## src/include/spu_defines.vh

```
// Register indices, field positions, reset values and rate constants
// for the serial port block.
// Assumes a 12-bit APB byte address; byte address is four times the index.
`ifndef SPU_DEFINES_VH
`define SPU_DEFINES_VH
`define SPU_IDX_POWER_CONTROL_REG 10'h087
`define SPU_IDX_SERIAL_CONTROL_REG 10'h098
`define SPU_IDX_SBUF 10'h099
`define SPU_IDX_CFG 10'h09A
`define SPU_IDX_ADDR 10'h09B
`define SPU_IDX_STAT 10'h09C
`define SPU_RST_POWER_CONTROL_REG 8'h10
`define SPU_RST_CFG 3'h0
`define SPU_RST_ADDR 16'h0000
`define SPU_SC_RI 0
`define SPU_SC_TI 1
`define SPU_SC_RB8 2
`define SPU_SC_TB8 3
`define SPU_SC_REN 4
`define SPU_SC_SM2 5
`define SPU_SC_SM1 6
`define SPU_SC_B7 7
`define SPU_PC_DBL 7
`define SPU_PC_B7SEL 6
`define SPU_CFG_SIX 0
`define SPU_CFG_TXSRC 1
`define SPU_CFG_RXSRC 2
`define SPU_MODE0 2'h0
`define SPU_MODE1 2'h1
`define SPU_MODE2 2'h2
`define SPU_M0_DIV6 4'h6
`define SPU_M0_DIV12 4'hC
`define SPU_M2_PER_6_FAST 7'h10
`define SPU_M2_PER_6_SLOW 7'h20
`define SPU_M2_PER_12_FAST 7'h20
`define SPU_M2_PER_12_SLOW 7'h40
`define SPU_OVS_MID 4'h7
`define SPU_OVS_END 4'hF
`define SPU_STOP_8BIT 4'h9
`define SPU_STOP_9BIT 4'hA
`endif

```

## src/logic/spu_uart.v

```verilog
// Serial port with APB register access and a transmit FIFO.
// Assumes clk_sys is the oscillator clock and timer overflow pulses
// are one-cycle strobes on clk_sys.
//
// What this block does
// - Two mode bits pick shift register, 8-bit UART or two 9-bit UARTs
// - Mode 0 shifts at clock divided by 6 or 12 per clock mode
// - Mode 2 bit rate is clock /32 or /16, or /64 or /32
// - Doubler bit governs baud rate in modes 1, 2 and 3
// - Bit-7 select maps control bit 7 to mode bit or framing error
// - Bad stop bit sets framing error, held until software clears it
// - Modes 2/3 with filter: done only on ninth bit 1 and address match
// - Mode 1 with filter: done only after a valid stop bit
// - Reception only while receive-allow bit is 1
// - Modes 2/3 send the software ninth bit as ninth data bit
// - Ninth bit holds received ninth, mode 1 stop bit with filter off, unused mode 0
// - Transmit done at end of 8th bit mode 0, else stop start
// - Receive done at end of 8th bit mode 0, else mid stop
// - Modes 1/3 clocks from timer 2 or timer 1 per source select
//
// Implementation choice: the APB slave port.
`timescale 1ns/1ps
`include "spu_defines.vh"

// ----------------------------------------
// Transmit FIFO
// ----------------------------------------
module spu_fifo #(
  parameter WIDTH = 8,
  parameter DEPTH = 16,
  parameter AW = 4
) (
  input wire clk_sys,
  input wire rst,
  input wire in_valid,
  output wire in_ready,
  input wire [WIDTH-1:0] in_data,
  output wire out_valid,
  input wire out_ready,
  output wire [WIDTH-1:0] out_data,
  output wire [AW:0] level
);
  localparam [AW:0] FULL = DEPTH[AW:0];
  reg [WIDTH-1:0] mem [0:DEPTH-1];
  reg [AW-1:0] wr_ptr_ff;
  reg [AW-1:0] rd_ptr_ff;
  reg [AW:0] cnt_ff;
  wire push;
  wire pop;
  assign in_ready = (cnt_ff != FULL);
  assign out_valid = (cnt_ff != {(AW+1){1'b0}});
  assign push = in_valid & in_ready;
  assign pop = out_valid & out_ready;
  assign out_data = mem[rd_ptr_ff];
  assign level = cnt_ff;
  always @(posedge clk_sys)
  begin
    if (push)
    begin
      mem[wr_ptr_ff] <= in_data;
    end
  end
  always @(posedge clk_sys)
  begin
    if (rst)
    begin
      wr_ptr_ff <= {AW{1'b0}};
      rd_ptr_ff <= {AW{1'b0}};
      cnt_ff <= {(AW+1){1'b0}};
    end
    else
    begin
      if (push)
      begin
        wr_ptr_ff <= wr_ptr_ff + 1'b1;
      end
      if (pop)
      begin
        rd_ptr_ff <= rd_ptr_ff + 1'b1;
      end
      if (push & ~pop)
      begin
        cnt_ff <= cnt_ff + 1'b1;
      end
      else if (pop & ~push)
      begin
        cnt_ff <= cnt_ff - 1'b1;
      end
    end
  end
endmodule // spu_fifo

// ----------------------------------------
// Serial port top
// ----------------------------------------
module spu_uart (
  input wire clk_sys,
  input wire rst,
  input wire psel,
  input wire penable,
  input wire pwrite,
  input wire [11:0] paddr,
  input wire [31:0] pwdata,
  output wire [31:0] prdata,
  output wire pready,
  output wire pslverr,
  input wire timer1_ovf,
  input wire timer2_ovf,
  input wire rxd_in,
  output wire rxd_out,
  output wire rxd_oe_n,
  output wire txd_out
);
  localparam [2:0] SEL_NONE = 3'h0;
  localparam [2:0] SEL_POWER_CONTROL_REG = 3'h1;
  localparam [2:0] SEL_SERIAL_CONTROL_REG = 3'h2;
  localparam [2:0] SEL_SBUF = 3'h3;
  localparam [2:0] SEL_CFG = 3'h4;
  localparam [2:0] SEL_ADDR = 3'h5;
  localparam [2:0] SEL_STAT = 3'h6;
  localparam [1:0] ST_IDLE = 2'h0;
  localparam [1:0] ST_M0 = 2'h1;
  localparam [1:0] ST_UART = 2'h2;

  function [2:0] reg_dec;
    input [11:0] a;
    begin
      case (a[11:2])
        `SPU_IDX_POWER_CONTROL_REG: reg_dec = SEL_POWER_CONTROL_REG;
        `SPU_IDX_SERIAL_CONTROL_REG: reg_dec = SEL_SERIAL_CONTROL_REG;
        `SPU_IDX_SBUF: reg_dec = SEL_SBUF;
        `SPU_IDX_CFG: reg_dec = SEL_CFG;
        `SPU_IDX_ADDR: reg_dec = SEL_ADDR;
        `SPU_IDX_STAT: reg_dec = SEL_STAT;
        default: reg_dec = SEL_NONE;
      endcase
    end
  endfunction

  reg serial_mode_bit0_ff;
  reg serial_mode_bit1_ff;
  reg multiprocessor_filter_ff;
  reg ren_ff;
  reg tx_ninth_bit_ff;
  reg rx_ninth_bit_ff;
  reg transmit_done_flag_ff;
  reg receive_done_flag_ff;
  reg framing_error_flag_ff;
  reg [7:0] power_control_reg_ff;
  reg [2:0] cfg_ff;
  reg [15:0] addr_ff;
  reg [7:0] rbuf_ff;
  reg [31:0] prdata_ff;
  reg [3:0] m0_cnt_ff;
  reg m0clk_ff;
  reg [1:0] tx_st_ff;
  reg [10:0] tx_sh_ff;
  reg [3:0] tx_bit_ff;
  reg [3:0] tx_ovs_ff;
  reg tx_line_ff;
  reg rxd_out_ff;
  reg rxd_oe_n_ff;
  reg [1:0] rx_st_ff;
  reg [7:0] rx_sh_ff;
  reg rx_nine_ff;
  reg [3:0] rx_bit_ff;
  reg [3:0] rx_ovs_ff;
  reg rxs1_ff;
  reg rxs2_ff;
  reg rxs3_ff;
  reg set_ti_ff;
  reg set_ri_ff;
  reg set_fe_ff;
  reg load_rb_ff;
  reg [7:0] rbuf_in_ff;
  reg rb8_in_ff;
  reg upd_rb8_ff;

  wire [2:0] sel = reg_dec(paddr);
  wire [1:0] mode = {serial_mode_bit0_ff, serial_mode_bit1_ff};
  wire nine = serial_mode_bit0_ff;
  wire dbl = power_control_reg_ff[`SPU_PC_DBL];
  wire b7sel = power_control_reg_ff[`SPU_PC_B7SEL];
  wire six = cfg_ff[`SPU_CFG_SIX];
  wire fifo_in_ready;
  wire fifo_out_valid;
  wire fifo_out_ready;
  wire [7:0] fifo_out_data;
  wire [4:0] fifo_level;
  wire fifo_in_valid = psel & penable & pwrite & (sel == SEL_SBUF);
  wire wr = psel & penable & pready & pwrite;
  wire [7:0] wd = pwdata[7:0];
  wire [1:0] ovs_tick;
  wire [3:0] stop_idx = nine ? `SPU_STOP_9BIT : `SPU_STOP_8BIT;

  assign pready = ~(fifo_in_valid & ~fifo_in_ready);
  assign pslverr = psel & penable & (sel == SEL_NONE);
  assign prdata = prdata_ff;
  assign rxd_out = rxd_out_ff;
  assign rxd_oe_n = rxd_oe_n_ff;
  assign txd_out = (mode == `SPU_MODE0) ? m0clk_ff : tx_line_ff;

  spu_fifo #(.WIDTH(8), .DEPTH(16), .AW(4)) u_fifo (
    .clk_sys(clk_sys),
    .rst(rst),
    .in_valid(fifo_in_valid),
    .in_ready(fifo_in_ready),
    .in_data(wd),
    .out_valid(fifo_out_valid),
    .out_ready(fifo_out_ready),
    .out_data(fifo_out_data),
    .level(fifo_level)
  );

  // ----------------------------------------
  // Register access
  // ----------------------------------------
  always @(posedge clk_sys)
  begin
    if (rst)
    begin
      prdata_ff <= 32'h0000_0000;
    end
    else if (psel & ~penable & ~pwrite)
    begin
      case (sel)
        SEL_POWER_CONTROL_REG: prdata_ff <= {24'h00_0000, power_control_reg_ff};
        SEL_SERIAL_CONTROL_REG: prdata_ff <= {24'h00_0000,
          b7sel ? framing_error_flag_ff : serial_mode_bit0_ff,
          serial_mode_bit1_ff, multiprocessor_filter_ff, ren_ff,
          tx_ninth_bit_ff, rx_ninth_bit_ff,
          transmit_done_flag_ff, receive_done_flag_ff};
        SEL_SBUF: prdata_ff <= {24'h00_0000, rbuf_ff};
        SEL_CFG: prdata_ff <= {29'h0000_0000, cfg_ff};
        SEL_ADDR: prdata_ff <= {16'h0000, addr_ff};
        SEL_STAT: prdata_ff <= {25'h000_0000, rx_st_ff != ST_IDLE,
          tx_st_ff != ST_IDLE, fifo_level};
        default: prdata_ff <= 32'h0000_0000;
      endcase
    end
  end

  always @(posedge clk_sys)
  begin
    if (rst)
    begin
      power_control_reg_ff <= `SPU_RST_POWER_CONTROL_REG;
      cfg_ff <= `SPU_RST_CFG;
      addr_ff <= `SPU_RST_ADDR;
      serial_mode_bit0_ff <= 1'b0;
      serial_mode_bit1_ff <= 1'b0;
      multiprocessor_filter_ff <= 1'b0;
      ren_ff <= 1'b0;
      tx_ninth_bit_ff <= 1'b0;
    end
    else if (wr)
    begin
      if (sel == SEL_POWER_CONTROL_REG)
        power_control_reg_ff <= wd;
      if (sel == SEL_CFG)
        cfg_ff <= wd[2:0];
      if (sel == SEL_ADDR)
        addr_ff <= pwdata[15:0];
      if (sel == SEL_SERIAL_CONTROL_REG)
      begin
        if (~b7sel)
          serial_mode_bit0_ff <= wd[`SPU_SC_B7];
        serial_mode_bit1_ff <= wd[`SPU_SC_SM1];
        multiprocessor_filter_ff <= wd[`SPU_SC_SM2];
        ren_ff <= wd[`SPU_SC_REN];
        tx_ninth_bit_ff <= wd[`SPU_SC_TB8];
      end
    end
  end

  // Hardware set wins over a software write in the same cycle
  wire wr_sc = wr & (sel == SEL_SERIAL_CONTROL_REG);
  always @(posedge clk_sys)
  begin
    if (rst)
    begin
      transmit_done_flag_ff <= 1'b0;
      receive_done_flag_ff <= 1'b0;
      framing_error_flag_ff <= 1'b0;
      rx_ninth_bit_ff <= 1'b0;
      rbuf_ff <= 8'h00;
    end
    else
    begin
      if (set_ti_ff)
        transmit_done_flag_ff <= 1'b1;
      else if (wr_sc)
        transmit_done_flag_ff <= wd[`SPU_SC_TI];
      if (set_ri_ff)
        receive_done_flag_ff <= 1'b1;
      else if (wr_sc)
        receive_done_flag_ff <= wd[`SPU_SC_RI];
      if (set_fe_ff)
        framing_error_flag_ff <= 1'b1;
      else if (wr_sc & b7sel)
        framing_error_flag_ff <= wd[`SPU_SC_B7];
      if (upd_rb8_ff)
        rx_ninth_bit_ff <= rb8_in_ff;
      else if (wr_sc)
        rx_ninth_bit_ff <= wd[`SPU_SC_RB8];
      if (load_rb_ff)
        rbuf_ff <= rbuf_in_ff;
    end
  end

  // ----------------------------------------
  // Bit rate generation
  // ----------------------------------------
  wire [3:0] m0_div = six ? `SPU_M0_DIV6 : `SPU_M0_DIV12;
  wire m0_end = (m0_cnt_ff == m0_div - 4'h1);
  wire m0_mid = (m0_cnt_ff == (m0_div >> 1) - 4'h1);
  wire [6:0] m2_per = six ? (dbl ? `SPU_M2_PER_6_FAST : `SPU_M2_PER_6_SLOW) :
    (dbl ? `SPU_M2_PER_12_FAST : `SPU_M2_PER_12_SLOW);
  wire [2:0] m2_lim = m2_per[6:4] - 3'h1;
  wire m0_rx_go = ren_ff & ~receive_done_flag_ff & (rx_st_ff == ST_IDLE) & (tx_st_ff == ST_IDLE) &
    ~fifo_out_valid & m0_end;
  wire m0_more = (tx_st_ff == ST_M0) ? (tx_bit_ff != 4'h7) : ((rx_st_ff == ST_M0) & (rx_bit_ff != 4'h7));
  wire m0_start = (mode == `SPU_MODE0) & ((fifo_out_valid & fifo_out_ready) | m0_rx_go);

  always @(posedge clk_sys)
  begin
    if (rst | m0_end)
      m0_cnt_ff <= 4'h0;
    else
      m0_cnt_ff <= m0_cnt_ff + 4'h1;
  end

  // Shift clock: low in first half of each bit, high in second
  always @(posedge clk_sys)
  begin
    if (rst)
      m0clk_ff <= 1'b1;
    else if (m0_mid)
      m0clk_ff <= 1'b1;
    else if (m0_end)
      m0clk_ff <= ~(m0_more | m0_start);
  end

  genvar g;
  generate
    for (g = 0; g < 2; g = g + 1)
    begin : g_div
      reg [2:0] div_ff;
      wire src = (g == 0) ? cfg_ff[`SPU_CFG_TXSRC] : cfg_ff[`SPU_CFG_RXSRC];
      wire ovf = src ? timer2_ovf : timer1_ovf;
      wire pulse = (mode == `SPU_MODE2) ? 1'b1 : ovf;
      wire [2:0] lim = (mode == `SPU_MODE2) ? m2_lim : (dbl ? 3'h0 : 3'h1);
      assign ovs_tick[g] = pulse & (div_ff == lim);
      always @(posedge clk_sys)
      begin
        if (rst | ovs_tick[g])
          div_ff <= 3'h0;
        else if (pulse)
          div_ff <= div_ff + 3'h1;
      end
    end
  endgenerate

  // ----------------------------------------
  // Transmitter
  // ----------------------------------------
  wire tx_go = (mode == `SPU_MODE0) ? (rx_st_ff == ST_IDLE) & m0_end : ovs_tick[0];
  assign fifo_out_ready = (tx_st_ff == ST_IDLE) & tx_go;

  always @(posedge clk_sys)
  begin
    set_ti_ff <= 1'b0;
    if (rst)
    begin
      tx_st_ff <= ST_IDLE;
      tx_sh_ff <= 11'h7FF;
      tx_bit_ff <= 4'h0;
      tx_ovs_ff <= 4'h0;
      tx_line_ff <= 1'b1;
      rxd_out_ff <= 1'b1;
      rxd_oe_n_ff <= 1'b1;
    end
    else
    begin
      case (tx_st_ff)
        ST_IDLE:
        begin
          tx_line_ff <= 1'b1;
          if (fifo_out_valid & fifo_out_ready)
          begin
            tx_bit_ff <= 4'h0;
            tx_ovs_ff <= 4'h0;
            if (mode == `SPU_MODE0)
            begin
              tx_sh_ff <= {3'h7, fifo_out_data};
              rxd_out_ff <= fifo_out_data[0];
              rxd_oe_n_ff <= 1'b0;
              tx_st_ff <= ST_M0;
            end
            else
            begin
              tx_sh_ff <= {1'b1, nine ? tx_ninth_bit_ff : 1'b1, fifo_out_data, 1'b0};
              tx_line_ff <= 1'b0;
              tx_st_ff <= ST_UART;
            end
          end
        end
        ST_M0:
        begin
          if (m0_end)
          begin
            if (tx_bit_ff == 4'h7)
            begin
              set_ti_ff <= 1'b1;
              rxd_oe_n_ff <= 1'b1;
              rxd_out_ff <= 1'b1;
              tx_st_ff <= ST_IDLE;
            end
            else
            begin
              tx_bit_ff <= tx_bit_ff + 4'h1;
              tx_sh_ff <= {1'b1, tx_sh_ff[10:1]};
              rxd_out_ff <= tx_sh_ff[1];
            end
          end
        end
        ST_UART:
        begin
          if (ovs_tick[0])
          begin
            tx_ovs_ff <= tx_ovs_ff + 4'h1;
            if (tx_ovs_ff == `SPU_OVS_END)
            begin
              if (tx_bit_ff == stop_idx)
              begin
                tx_st_ff <= ST_IDLE;
              end
              else
              begin
                if (tx_bit_ff + 4'h1 == stop_idx)
                  set_ti_ff <= 1'b1;
                tx_bit_ff <= tx_bit_ff + 4'h1;
                tx_sh_ff <= {1'b1, tx_sh_ff[10:1]};
                tx_line_ff <= tx_sh_ff[1];
              end
            end
          end
        end
        default: tx_st_ff <= ST_IDLE;
      endcase
    end
  end

  // ----------------------------------------
  // Receiver
  // ----------------------------------------
  always @(posedge clk_sys)
  begin
    if (rst)
    begin
      rxs1_ff <= 1'b1;
      rxs2_ff <= 1'b1;
      rxs3_ff <= 1'b1;
    end
    else
    begin
      rxs1_ff <= rxd_in;
      rxs2_ff <= rxs1_ff;
      rxs3_ff <= rxs2_ff;
    end
  end

  wire addr_hit = (((rx_sh_ff ^ addr_ff[7:0]) & addr_ff[15:8]) == 8'h00) |
    (((rx_sh_ff ^ 8'hFF) & (addr_ff[7:0] | addr_ff[15:8])) == 8'h00);
  wire rx_mid = ovs_tick[1] & (rx_ovs_ff == `SPU_OVS_MID);
  wire accept = (mode == `SPU_MODE1) ? (~multiprocessor_filter_ff | rxs2_ff) :
    (~multiprocessor_filter_ff | (rx_nine_ff & addr_hit));

  always @(posedge clk_sys)
  begin
    set_ri_ff <= 1'b0;
    set_fe_ff <= 1'b0;
    load_rb_ff <= 1'b0;
    upd_rb8_ff <= 1'b0;
    rbuf_in_ff <= rx_sh_ff;
    rb8_in_ff <= nine ? rx_nine_ff : rxs2_ff;
    if (rst)
    begin
      rx_st_ff <= ST_IDLE;
      rx_sh_ff <= 8'h00;
      rx_nine_ff <= 1'b0;
      rx_bit_ff <= 4'h0;
      rx_ovs_ff <= 4'h0;
    end
    else if (~ren_ff)
      rx_st_ff <= ST_IDLE;
    else
    begin
      case (rx_st_ff)
        ST_IDLE:
        begin
          rx_bit_ff <= 4'h0;
          rx_ovs_ff <= 4'h0;
          if (mode == `SPU_MODE0)
          begin
            if (m0_rx_go)
              rx_st_ff <= ST_M0;
          end
          else if (rxs3_ff & ~rxs2_ff)
            rx_st_ff <= ST_UART;
        end
        ST_M0:
        begin
          if (m0_mid)
            rx_sh_ff <= {rxs2_ff, rx_sh_ff[7:1]};
          if (m0_end)
          begin
            rx_bit_ff <= rx_bit_ff + 4'h1;
            if (rx_bit_ff == 4'h7)
            begin
              set_ri_ff <= 1'b1;
              load_rb_ff <= 1'b1;
              rx_st_ff <= ST_IDLE;
            end
          end
        end
        ST_UART:
        begin
          if (ovs_tick[1])
            rx_ovs_ff <= rx_ovs_ff + 4'h1;
          if (ovs_tick[1] & (rx_ovs_ff == `SPU_OVS_END))
            rx_bit_ff <= rx_bit_ff + 4'h1;
          if (rx_mid)
          begin
            if (rx_bit_ff == 4'h0)
            begin
              if (rxs2_ff)
                rx_st_ff <= ST_IDLE;
            end
            else if (rx_bit_ff == stop_idx)
            begin
              rx_st_ff <= ST_IDLE;
              set_fe_ff <= ~rxs2_ff;
              if (accept)
              begin
                set_ri_ff <= 1'b1;
                load_rb_ff <= 1'b1;
                upd_rb8_ff <= nine | ~multiprocessor_filter_ff;
              end
            end
            else if (rx_bit_ff == 4'h9)
              rx_nine_ff <= rxs2_ff;
            else
              rx_sh_ff <= {rxs2_ff, rx_sh_ff[7:1]};
          end
        end
        default: rx_st_ff <= ST_IDLE;
      endcase
    end
  end
endmodule // spu_uart

```

## config.mk

```make
export PLATFORM = sky130hd
export DESIGN_NAME = spu_uart
export DESIGN_NICKNAME = d
export VERILOG_FILES = /design/src/logic/spu_uart.v
export VERILOG_INCLUDE_DIRS = /design/src /design/src/include
export SDC_FILE = /design/constraint.sdc
export NUM_CORES = 1
export LEC_CHECK = 0
export BUFFER_PORTS_ARGS = -buffer_cell sky130_fd_sc_hd__clkbuf_2
export CAP_MARGIN = 10
export CORE_UTILIZATION = 32
export DETAILED_ROUTE_END_ITERATION = 10
export GPL_TIMING_DRIVEN = 1
export MAX_ROUTING_LAYER = met4
export SLEW_MARGIN = 5
export SYNTH_ARGS = -nofsm -noshare
export SYNTH_HDL_FRONTEND = slang
export SYNTH_SLANG_ARGS = --single-unit
```

## constraint.sdc

```tcl
create_clock -name clk_sys -period 3.71 [get_ports clk_sys]
set_clock_uncertainty 0.1 [all_clocks]
set_input_delay 0.371 -clock clk_sys [delete_from_list [all_inputs] [get_ports clk_sys]]
set_output_delay 0.371 -clock clk_sys [all_outputs]
set_load 0.005 [all_outputs]
```

==> reports/metrics.yaml, run 1 <==
sta:
  hold_violations: 0
  setup_ws_ps: 248
  worst_slew_pin_slew_ps: 666
  tns_ps: 0
  rsz0062_at_grt: "no"
  maxSlewHeadroom_pct: 55.6
  setup_viol: 0
  fmax_mhz: 289
  drv_slew: 0
  layout_min_cycle_time_ps: 3460
  finalCritPeriodShare_pct: 93.3
clock_tree:
  cts_sinks: 273
  worst_skew_pair.late_latency_ps: 550
  clockBufferDepth: 3
  ctsResizeCount: 0
  cts.clk_slew.worst_paths_ps: 60
  tritoncts: "yes"
  cts_buffers: 28
  cts-root-buf: "clkbuf_16"
  cts_htree_levels: 1
power_and_ir_drop:
  power_mw: 6.43
  p_int_mw: 5.06
  swShare_pct: 21.3
  p_leak_nw: 5.03
  p_per_area_nw_per_um2: 452
  pwr-share-comb_pct: 4.1
  clkPwrFrac_pct: 46.4
  p_sw_mw: 1.37
  peakVddDrop_mv: 0.318
  pwr-share-seq_pct: 49.6
die:
  dieArea_um2: 39100
  ioPinCount: 89
  rows: 71
  initial_core_util_pct: 32.5
  die_h_um: 198
  core_um2: 37700
  die_w_um: 198
route:
  post_drt_wl_per_cell_um: 17.3
  vias: 8466
  drt-total-wl_um: 28900
  postRouteAntennaNets: 0
  firstDrtPassIters: 5
  drcViolationCount: 0
  drtIter0Drc: 513
  vias_per_cell: 5.06
yosys:
  netlist.area_leader.share_pct: 31.4
  syn_area_um2: 12300
  ys.flop_type: "dfxtp_1"
  synth_warnings: 0
  syn_inst: 1064
  synth_largest_area_cell: "edfxtp_1"
  synth_area_leaders: "edfxtp_1 (31%), dfxtp_1 (24%), mux4_2 (6.4%)"
  avgSynthCellArea_um2: 11.5
  async_reset_ff_share_pct: 0
  synth-seq-cells: 273
  synth_cell_types: 80
  ys_seq_area_share_pct: 55.0
  synth-edff-count: 128
global_route:
  grt_overflow: 0
  grt_pass1_wl_um: 46300
  antenna_found_initial: 0
  grt_pass1_vias: 8287
  grt_util_all_layers_pct: 15.5
  grt_max_degree: 51
cells_and_area:
  final_layout_size_suffix_gt1_share_pct: 17.4
  finish.net_count: 1218
  diodes: 0
  multi_input_area_um2: 5140
  fill_cells: 3731
  final_cells: 1672
  area_delta_synth_final_pct: 16.2
  seqCellArea_um2: 6750
placed_design:
  numPortBuffers: 54
  place_ws_ps: 341
  gp_congestion: 0.858
  place_inst: 1613
  dp_hpwl_um: 19900
outcome:
  status: "complete, no violations"
flow_run:
  cap_violations: 0
setup_path:
  critPathCaptureType: "flop"
  cp.required_ps: 4090
  arrival_ps: 3840
  crit_type: "reg -> reg"
  crit_fanout: 8
  cp-start-kind: "flop"
hold_path:
  hold_class: "in -> reg"
[routing by layer]
layer / global-route usage (%) / wire length (um)
met1: 21.0 / 13700
met2: 24.2 / 13300
met3: 1.67 / 1110
met4: 5.25 / 709
met5: - / 0
[cell usage after synthesis (all sizes together), types with 5 or more instances]
master	n
a22oi	17
o22ai	5
mux2i	74
ha	24
inv	25
o221ai	5
nand3	36
nor3b	7
nor3	17
mux4	35
nand2	109
and2	5
a21o	5
a211oi	7
nor2	97
and3	7
a31oi	13
buf	30
nand2b	13
xor2	17
a21oi	67
xnor2	8
clkbuf	38
mux2	6
dfxtp	145
or2	6
nor4	9
o21ai	33
edfxtp	128
[critical path, cell delays in order (launching register included)]
cell and delay, ps:
dfxtp_1 390, nand2b_2 280, o22ai_1 300, a211oi_1 170, o211ai_2 440, ha_1 260
inv_1 100, fa_1 400, a21o_1 190, a21oi_1 190, xnor2_1 100, or3_1 320
a21oi_1 150
[timing repair]
item | CTS | global route
hold buffers | 9 | 0
setup buffers | 0 | 0
hold endpoints to repair | 9 | 0
[power groups by stage]
stage | sequential, mW | clock [mW] | combinational [mW]
4_1_cts | 3.19 | 3.05 | 0.265
3_3_place_gp | 3.25 | 0 | 0.251
2_1_floorplan | 3.25 | 0 | 0.172
6_report | 3.19 | 2.98 | 0.263
3_5_place_dp | 3.25 | 0 | 0.257
5_1_grt | 3.19 | 3.16 | 0.291
[layout by cell type (no fill, tap or decap), types with 5 or more instances in the layout]
cell           synthesis  layout
bufinv_16              0       5
nor4_1                 6       6
conb_1                 1      16
nand3_1               36      36
dlygate4sd3_1          0       9
nor3_1                16      16
inv_1                 25      25
mux2_2                 6       6
a21o_1                 5       5
clkbuf_1              38       7
ha_1                  24      24
and3_1                 7       7
edfxtp_1             128     128
xnor2_1                8       8
xor2_1                17      17
nor3b_1                6       5
nand2_1              108     108
a211oi_1               6       6
a22oi_1               17      17
o21ai_0               29      29
or2_2                  6       6
nor2_1                97      97
mux4_2                35      35
buf_4                 17      37
clkbuf_2               0      53
a31oi_1               13      13
mux2i_1               74      74
dfxtp_1              145     144
nand2b_1              12      12
clkbuf_16              0      29
and2_1                 5       5
a21oi_1               66      66
o22ai_1                5       5
[area by class of cell]
cell class | count | share of cell area, %
Multi-Input combinational cell | 713 | 36.1
Sequential cell | 273 | 47.4
Clock buffer | 37 | 5.37
Inverter | 25 | 0.659
Tap cell | 511 | 4.49
Timing Repair Buffer | 100 | 4.58
Clock inverter | 13 | 1.43
[per-stage QoR]
stage,utilization [%],area [um^2],hold WS (ps)
2_1_floorplan,-,12300,274
3_3_place_gp,35.0,13200,300
3_5_place_dp,35.0,13200,297
4_1_cts,37.8,14200,169
5_1_grt,37.8,14200,215
6_report,37.8,14200,187
[worst paths after layout]
kind	start	to	slack, ps	cells past startpoint
setup / recovery	serial_mode_bit1_ff	u_fifo.level[4]	250	12
hold / removal	rst	tx_ovs_ff[0]	190	2
setup reg to reg	serial_mode_bit1_ff	u_fifo.level[4]	250	12
hold reg to reg	rx_sh_ff[0]	rbuf_in_ff[0]	310	0
[registers in the layout, summed over array words and instances (netlist names), 5 cells and up, named ones only]
| signal | count |
|---|---|
| power_control_reg_ff | 8 |
| prdata | 16 |
| addr_ff | 16 |
| rbuf_in_ff | 8 |
| g_div.div_ff | 6 |
| rbuf_ff | 8 |
| tx_sh_ff | 9 |
| rx_sh_ff | 8 |
| u_fifo.level | 5 |
| u_fifo.mem | 128 |
[cells by family after synthesis]
family,after synthesis,synth area share [%]
DFF,273,55.0
muxes,115,13.0
and+or+nand+nor,339,13.6
other,1,0.0306
xor gates and xnor gates,25,1.79
adders and majority gates,25,2.61
buffers and inverters,93,3.51
AOI/OAI and AO/OA,193,10.4
(Power assumes the default switching activity.)
==> run 2, diff against run 1 <==
Settings changed: REMOVE_ABC_BUFFERS set to 1.
==> run 2 against run 1 <==
Compared with the run above: combinational power about the same; largest cell class unchanged; setup slack better by 57 ps; non-clock buffer count increased by 1; count of clock-buffer cells in the layout increased by 4; via count decreased by 0.76%; global-route usage decreased by 0.19 points; sequential cell count unchanged; power down 5.0%; critical path depth did not move; die area did not move.
==> reports/metrics.yaml, run 2 (synthesized netlist as in run 1, its figures left out) <==
sta:
  hold_violations: 0  # unchanged
  rsz0062_at_grt: "no"
  setup_viol: 0  # unchanged
  drv_slew: 0  # unchanged
  tns_ps: 0  # unchanged
  maxSlewHeadroom_pct: 39.7  # -16 points
  layout_min_cycle_time_ps: 3400  # -57.3 ps
  hold-worst-slack_ps: 174  # -12.8 ps
  fmax_mhz: 294  # +1.7%
  finalCritPeriodShare_pct: 91.8  # -1.5 points
  worst_slew_pin_slew_ps: 900  # +234 ps
global_route:
  grt_pass1_vias: 8141  # -1.8%
  grt_max_degree: 67  # +31%
  grt_overflow: 0  # unchanged
  antenna_found_initial: 0  # unchanged
  grt_pass1_wl_um: 45500  # -1.7%
  grt_util_all_layers_pct: 15.3  # -0.19 points
placed_design:
  dp_hpwl_um: 19500  # -2.0%
  place_area_um2: 13200  # about the same
  numPortBuffers: 54  # unchanged
  gp_congestion: 0.849  # -1.0%
route:
  drt-total-wl_um: 28700  # -0.76%
  vias_per_cell: 5.01  # -0.99%
  firstDrtPassIters: 5  # unchanged
  vias: 8402  # -0.76%
  drtIter0Drc: 544  # +6.0%
  drcViolationCount: 0  # unchanged
  post_drt_wl_per_cell_um: 17.1  # -0.99%
  postRouteAntennaNets: 0  # unchanged
clock_tree:
  clockBufferDepth: 3  # unchanged
  cts.clk_slew.worst_paths_ps: 60  # about the same
  cts_sinks: 273  # unchanged
  worst_skew_pair.late_latency_ps: 550  # about the same
  cts_buffers: 29  # +3.6%
  tritoncts: "yes"
  cts-root-buf: "clkbuf_16"
  cts_hold_buf: 9  # unchanged
  ctsResizeCount: 0  # unchanged
  cts_setup_buffers: 0  # unchanged
  cts_htree_levels: 1  # unchanged
setup_path:
  arrival_ps: 3760  # -80 ps
  crit_type: "reg -> reg"
  rrSetupSlack_ps: 310  # +60 ps
  crit_slowest_cell: "dfxtp_1"
  critPathCaptureType: "flop"
  cp.required_ps: 4070  # -20 ps
  rr_worst_depth: 12  # unchanged
  rr_endpoint: "u_fifo.level[4]"
  crit_chain: "nor3b_1 -> o22ai_1 -> a211oi_1 -> o211ai_2 -> ha_1 -> inv_1 -> ha_1 -> a21o_1 -> a21oi_1 -> xnor2_1 -> or3_1 -> a21oi_1"
  crit_fanout: 8  # unchanged
  cp-start-kind: "flop"
  critPathMaxStageDelay_ps: 520  # +80 ps
  r2r_start: "power_control_reg_ff[7]"
power_and_ir_drop:
  p_leak_nw: 4.98  # -1.0%
  p_per_area_nw_per_um2: 432  # -4.3%
  peakVddDrop_mv: 0.350  # +10%
die:
  ioPinCount: 89  # unchanged
  die_h_um: 198  # unchanged
  initial_core_util_pct: 32.5  # unchanged
  core_um2: 37700  # unchanged
  rows: 71  # unchanged
  die_w_um: 198  # unchanged
  dieArea_um2: 39100  # unchanged
cells_and_area:
  area_delta_synth_final_pct: 15.4
  final_common_cell: "dfxtp_1"
  top_register: "u_fifo.mem"
  final_layout_size_suffix_gt1_share_pct: 17.0  # -0.40 points
  finish.net_count: 1220  # +0.16%
  final_util_pct: 37.5  # -0.28 points
  final_cell_mix: "dfxtp_1 (144), edfxtp_1 (128), nand2_1 (108)"
  largest_register_ffs: 128  # unchanged
  diodes: 0  # unchanged
  design_area_um2: 14100  # -0.75%
hold_path:
  hold_class: "in -> reg"
  min_to: "addr_ff[2]"
  hold_depth: 3  # +1
  hold_path.startpoint: "pwdata[2]"
flow_run:
  cap_violations: 0  # unchanged
outcome:
  status: "complete, no violations"
run 2: cell count changes in the layout (fill, tap and decap cells not counted):
| cell | delta |
|---|---|
| inv_6 | -1 |
| clkinv_1 | +5 |
| buf_12 | -1 |
| clkinv_2 | -1 |
| inv_8 | +1 |
| clkinvlp_2 | +1 |
| clkinv_4 | -1 |
| clkbuf_1 | +3 |
| clkbuf_16 | +1 |
| bufinv_16 | -5 |
| buf_4 | +2 |
run 2: metal layers:
layer  global-route usage, %  vias to the layer above  wire, um
li1                        -                     4059         -
met1                    20.6                     4156     13500
met2                    24.5                      153     13700
met3                    2.04                       34      1080
met4                    3.56                        0       429
met5                       -                        -         0
run 2: power breakdown:
part           total (mW)  switching [mW]  internal [mW]
sequential           3.19          0.0194           3.17
clock                2.66            1.15           1.50
combinational       0.266           0.174         0.0924
total                6.11            1.35           4.76
run 2: per-stage QoR:
stage	cells	setup slack [ps]	power [mW]
after floorplan	1011	329	3.39
after global placement	1614	316	3.51
after detailed placement	1614	313	3.51
after CTS	1676	273	6.17
after global routing	1676	10.0	6.34
final	1676	305	6.11
run 2: worst max-delay path by stage:
stage,end,cells past startpoint,from
3_3_place_gp,u_fifo.level[4],12,cfg_ff[0]
6_report,u_fifo.level[4],12,power_control_reg_ff[7]
4_1_cts,u_fifo.level[4],12,cfg_ff[0]
2_1_floorplan,u_fifo.level[4],11,paddr[8]
5_1_grt,u_fifo.level[4],12,cfg_ff[0]
3_5_place_dp,u_fifo.level[4],12,cfg_ff[0]
run 2: area by class of cell:
cell class,instances,area (um^2)
inverters,25,93.8
well taps,511,639
clock buffers,41,802
repair buffers,101,648
flip-flops and latches,273,6750
multi-input cells,713,5140
fillers,3685,23500
clock inverters,12,66.3
run 2: critical path, delay by kind of cell (launching register included):
kind,cells,cell delay [ps]
compound gates,6,1370
xor+xnor,1,90
fa+ha+maj,2,580
buf+inv,1,130
flops,1,520
simple gates,2,520
==> run 3, diff against run 2 <==
Settings changed: GPL_ROUTABILITY_DRIVEN set to 0, SYNTH_HIERARCHICAL set to 1.
==> run 3 against run 2 <==
Compared with the run above: critical path depth increased by 1; highest routed layer unchanged; design area decreased by 1.1%; combinational power decreased by 17%; final cell count decreased by 0.24%; largest cell class unchanged; synthesized cell count increased by 0.94%.
==> reports/metrics.yaml, run 3 <==
setup_path:
  path_common_cell: "ha_1"
  crit_chain: "nor3b_4 -> nand4b_2 -> a311oi_4 -> nand3_1 -> nand2_1 -> o21ai_4 -> ha_1 -> inv_1 -> ha_1 -> a21oi_1 -> a211oi_1 -> a31oi_1 -> mux2_2"
  arrival_ps: 3720  # -40 ps
  cp.required_ps: 4040  # -30 ps
  crit_slowest_cell: "dfxtp_1"
  critPathCaptureType: "flop"
  cp-start-kind: "flop"
  crit_type: "reg -> reg"
  crit_fanout: 9  # +1
  worst-path-buf-inv: 1  # unchanged
  critPathMaxStageDelay_ps: 420  # -100 ps
  crit_family: "compound AO/OA/AOI/OAI gates"
yosys:
  synth_largest_area_cell: "edfxtp_1"
  avgSynthCellArea_um2: 11.2  # -2.5%
  synth_most_common_cell: "dfxtp_1"
  synth_area_leaders: "edfxtp_1 (32%), dfxtp_1 (24%), mux4_2 (6.0%)"
  synth-edff-count: 128  # unchanged
  syn_inst: 1074  # +0.94%
  ys_seq_area_share_pct: 55.9  # +0.86 points
  synth_cell_types: 73  # -8.8%
  synth_warnings: 6  # +6
  async_reset_ff_share_pct: 0  # unchanged
  netlist.area_leader.share_pct: 31.8  # +0.49 points
  synth-seq-cells: 273  # unchanged
  ys.flop_type: "dfxtp_1"
  syn_area_um2: 12100  # -1.5%
  ys_top_cells_by_count: "dfxtp_1 (145), nand2_1 (130), edfxtp_1 (128)"
cells_and_area:
  top_register: "u_fifo/mem"
  final_layout_size_suffix_gt1_share_pct: 16.5  # -0.46 points
  final_cell_mix: "dfxtp_1 (144), nand2_1 (130), edfxtp_1 (128)"
  final_cells: 1672  # -0.24%
  design_area_um2: 14000  # -1.1%
  final_common_cell: "dfxtp_1"
  finish.net_count: 1224  # +0.33%
  area_delta_synth_final_pct: 15.8
  largest_register_ffs: 128  # unchanged
sta:
  maxSlewHeadroom_pct: 30.1  # -9.6 points
  setup_viol: 0  # unchanged
  layout_min_cycle_time_ps: 3380  # -21.6 ps
  setup_ws_ps: 327  # +21.6 ps
  tns_ps: 0  # unchanged
  rsz0062_at_grt: "no"
  fmax_mhz: 296  # +0.64%
  worst_slew_pin_slew_ps: 1040  # +142 ps
  hold-worst-slack_ps: 49.9  # -124 ps
  finalCritPeriodShare_pct: 91.2  # -0.58 points
  hold_violations: 0  # unchanged
  drv_slew: 0  # unchanged
die:
  initial_core_util_pct: 32.7  # +0.19 points
  ioPinCount: 89  # unchanged
  die_w_um: 196  # -0.77%
  rows: 70  # -1.4%
  die_h_um: 196  # -0.77%
  core_um2: 36900  # -2.1%
  dieArea_um2: 38500  # -1.5%
power_and_ir_drop:
  p_leak_nw: 4.95  # -0.68%
  peakVddDrop_mv: 0.372  # +6.1%
  p_per_area_nw_per_um2: 443  # +2.4%
clock_tree:
  cts_htree_levels: 1  # unchanged
  cts.clk_slew.worst_paths_ps: 60  # about the same
  worst_skew_pair.late_latency_ps: 540  # about the same
  cts_sinks: 273  # unchanged
  cts_setup_buffers: 0  # unchanged
  tritoncts: "yes"
  clockBufferDepth: 3  # unchanged
  cts_buffers: 29  # unchanged
  cts-root-buf: "clkbuf_16"
global_route:
  use_met1_pct: 20.8  # +0.16 points
  grt_util_all_layers_pct: 15.3  # about the same
  use_met2_pct: 24.9  # +0.45 points
  grt_pass1_vias: 8161  # +0.25%
  grt_max_degree: 52  # -22%
  grt_overflow: 0  # unchanged
  grt_use_met3_pct: 1.41  # -0.63 points
  busiest_layer: "met2"
  grt_pass1_wl_um: 45500  # +0.11%
  antenna_found_initial: 0  # unchanged
route:
  vias_per_cell: 5.03  # +0.37%
  postRouteAntennaNets: 0  # unchanged
  firstDrtPassIters: 6  # +1
  vias: 8413  # +0.13%
  post_drt_wl_per_cell_um: 17.2  # +0.31%
  drcViolationCount: 0  # unchanged
  drtIter0Drc: 651  # +20%
  drt-total-wl_um: 28700  # about the same
outcome:
  status: "complete, no violations"
flow_run:
  cap_violations: 0  # unchanged
placed_design:
  place_area_um2: 13000  # -1.6%
  numPortBuffers: 54  # unchanged
  place_inst: 1611  # -0.19%
  place_ws_ps: 295  # -18.1 ps
  dp_hpwl_um: 19600  # +0.76%
hold_path:
  hold_class: "in -> reg"
## run 3: layout make-up
| type | instances | area, um^2 |
|---|---|---|
| Fill cell | 3593 | 22900 |
| Sequential cell | 273 | 6750 |
| Multi-Input combinational cell | 720 | 4960 |
| Clock buffer | 43 | 838 |
| Tap cell | 504 | 631 |
| Timing Repair Buffer | 96 | 623 |
| Inverter | 27 | 101 |
| Clock inverter | 8 | 75.1 |
| Antenna cell | 1 | 2.50 |
## run 3: where the power goes
part	switching, mW	internal (mW)	total [mW]
clock	1.15	1.63	2.77
sequential	0.0219	3.17	3.19
combinational	0.147	0.0753	0.222
total	1.32	4.87	6.19
## run 3: worst paths after layout
check	from	end	slack, ps	depth (start not counted)
setup reg to reg	cfg_ff[0]	u_fifo/level[4]	330	13
hold / removal	rst	g_div[1].div_ff[2]	50	2
hold reg to reg	rx_sh_ff[0]	rbuf_in_ff[0]	300	0
setup / recovery	cfg_ff[0]	u_fifo/level[4]	330	13
## run 3: kinds of logic (layout without fill, tap and decap cells)
logic type | after synthesis | in the layout | synth area share, %
adders and majority gates | 25 | 25 | 2.65
xor gates and xnor gates | 25 | 25 | 1.81
buffers and inverters | 96 | 174 | 3.56
muxes | 77 | 77 | 9.75
other | 1 | 17 | 0.0311
DFF | 273 | 273 | 55.9
AOI/OAI and AO/OA | 202 | 202 | 11.3
and+or+nand+nor | 375 | 375 | 15.0
## run 3: repair_timing
item	CTS	global route
hold endpoints to repair	9	0
hold buffers	9	0
setup endpoints to repair	0	1
resized for setup	0	1
## run 3: metal layers
metal	vias up	share of wire (%)
met5	-	0
met4	0	1.6
met3	40	4.8
met2	212	47
met1	4096	46
li1	4065	-
## run 3: per-stage QoR
stage	util, %	power (mW)
after global placement	35.2	3.47
after global routing	37.9	6.39
after CTS	37.9	6.25
after detailed placement	35.2	3.47
after floorplan	-	3.35
final	37.9	6.19
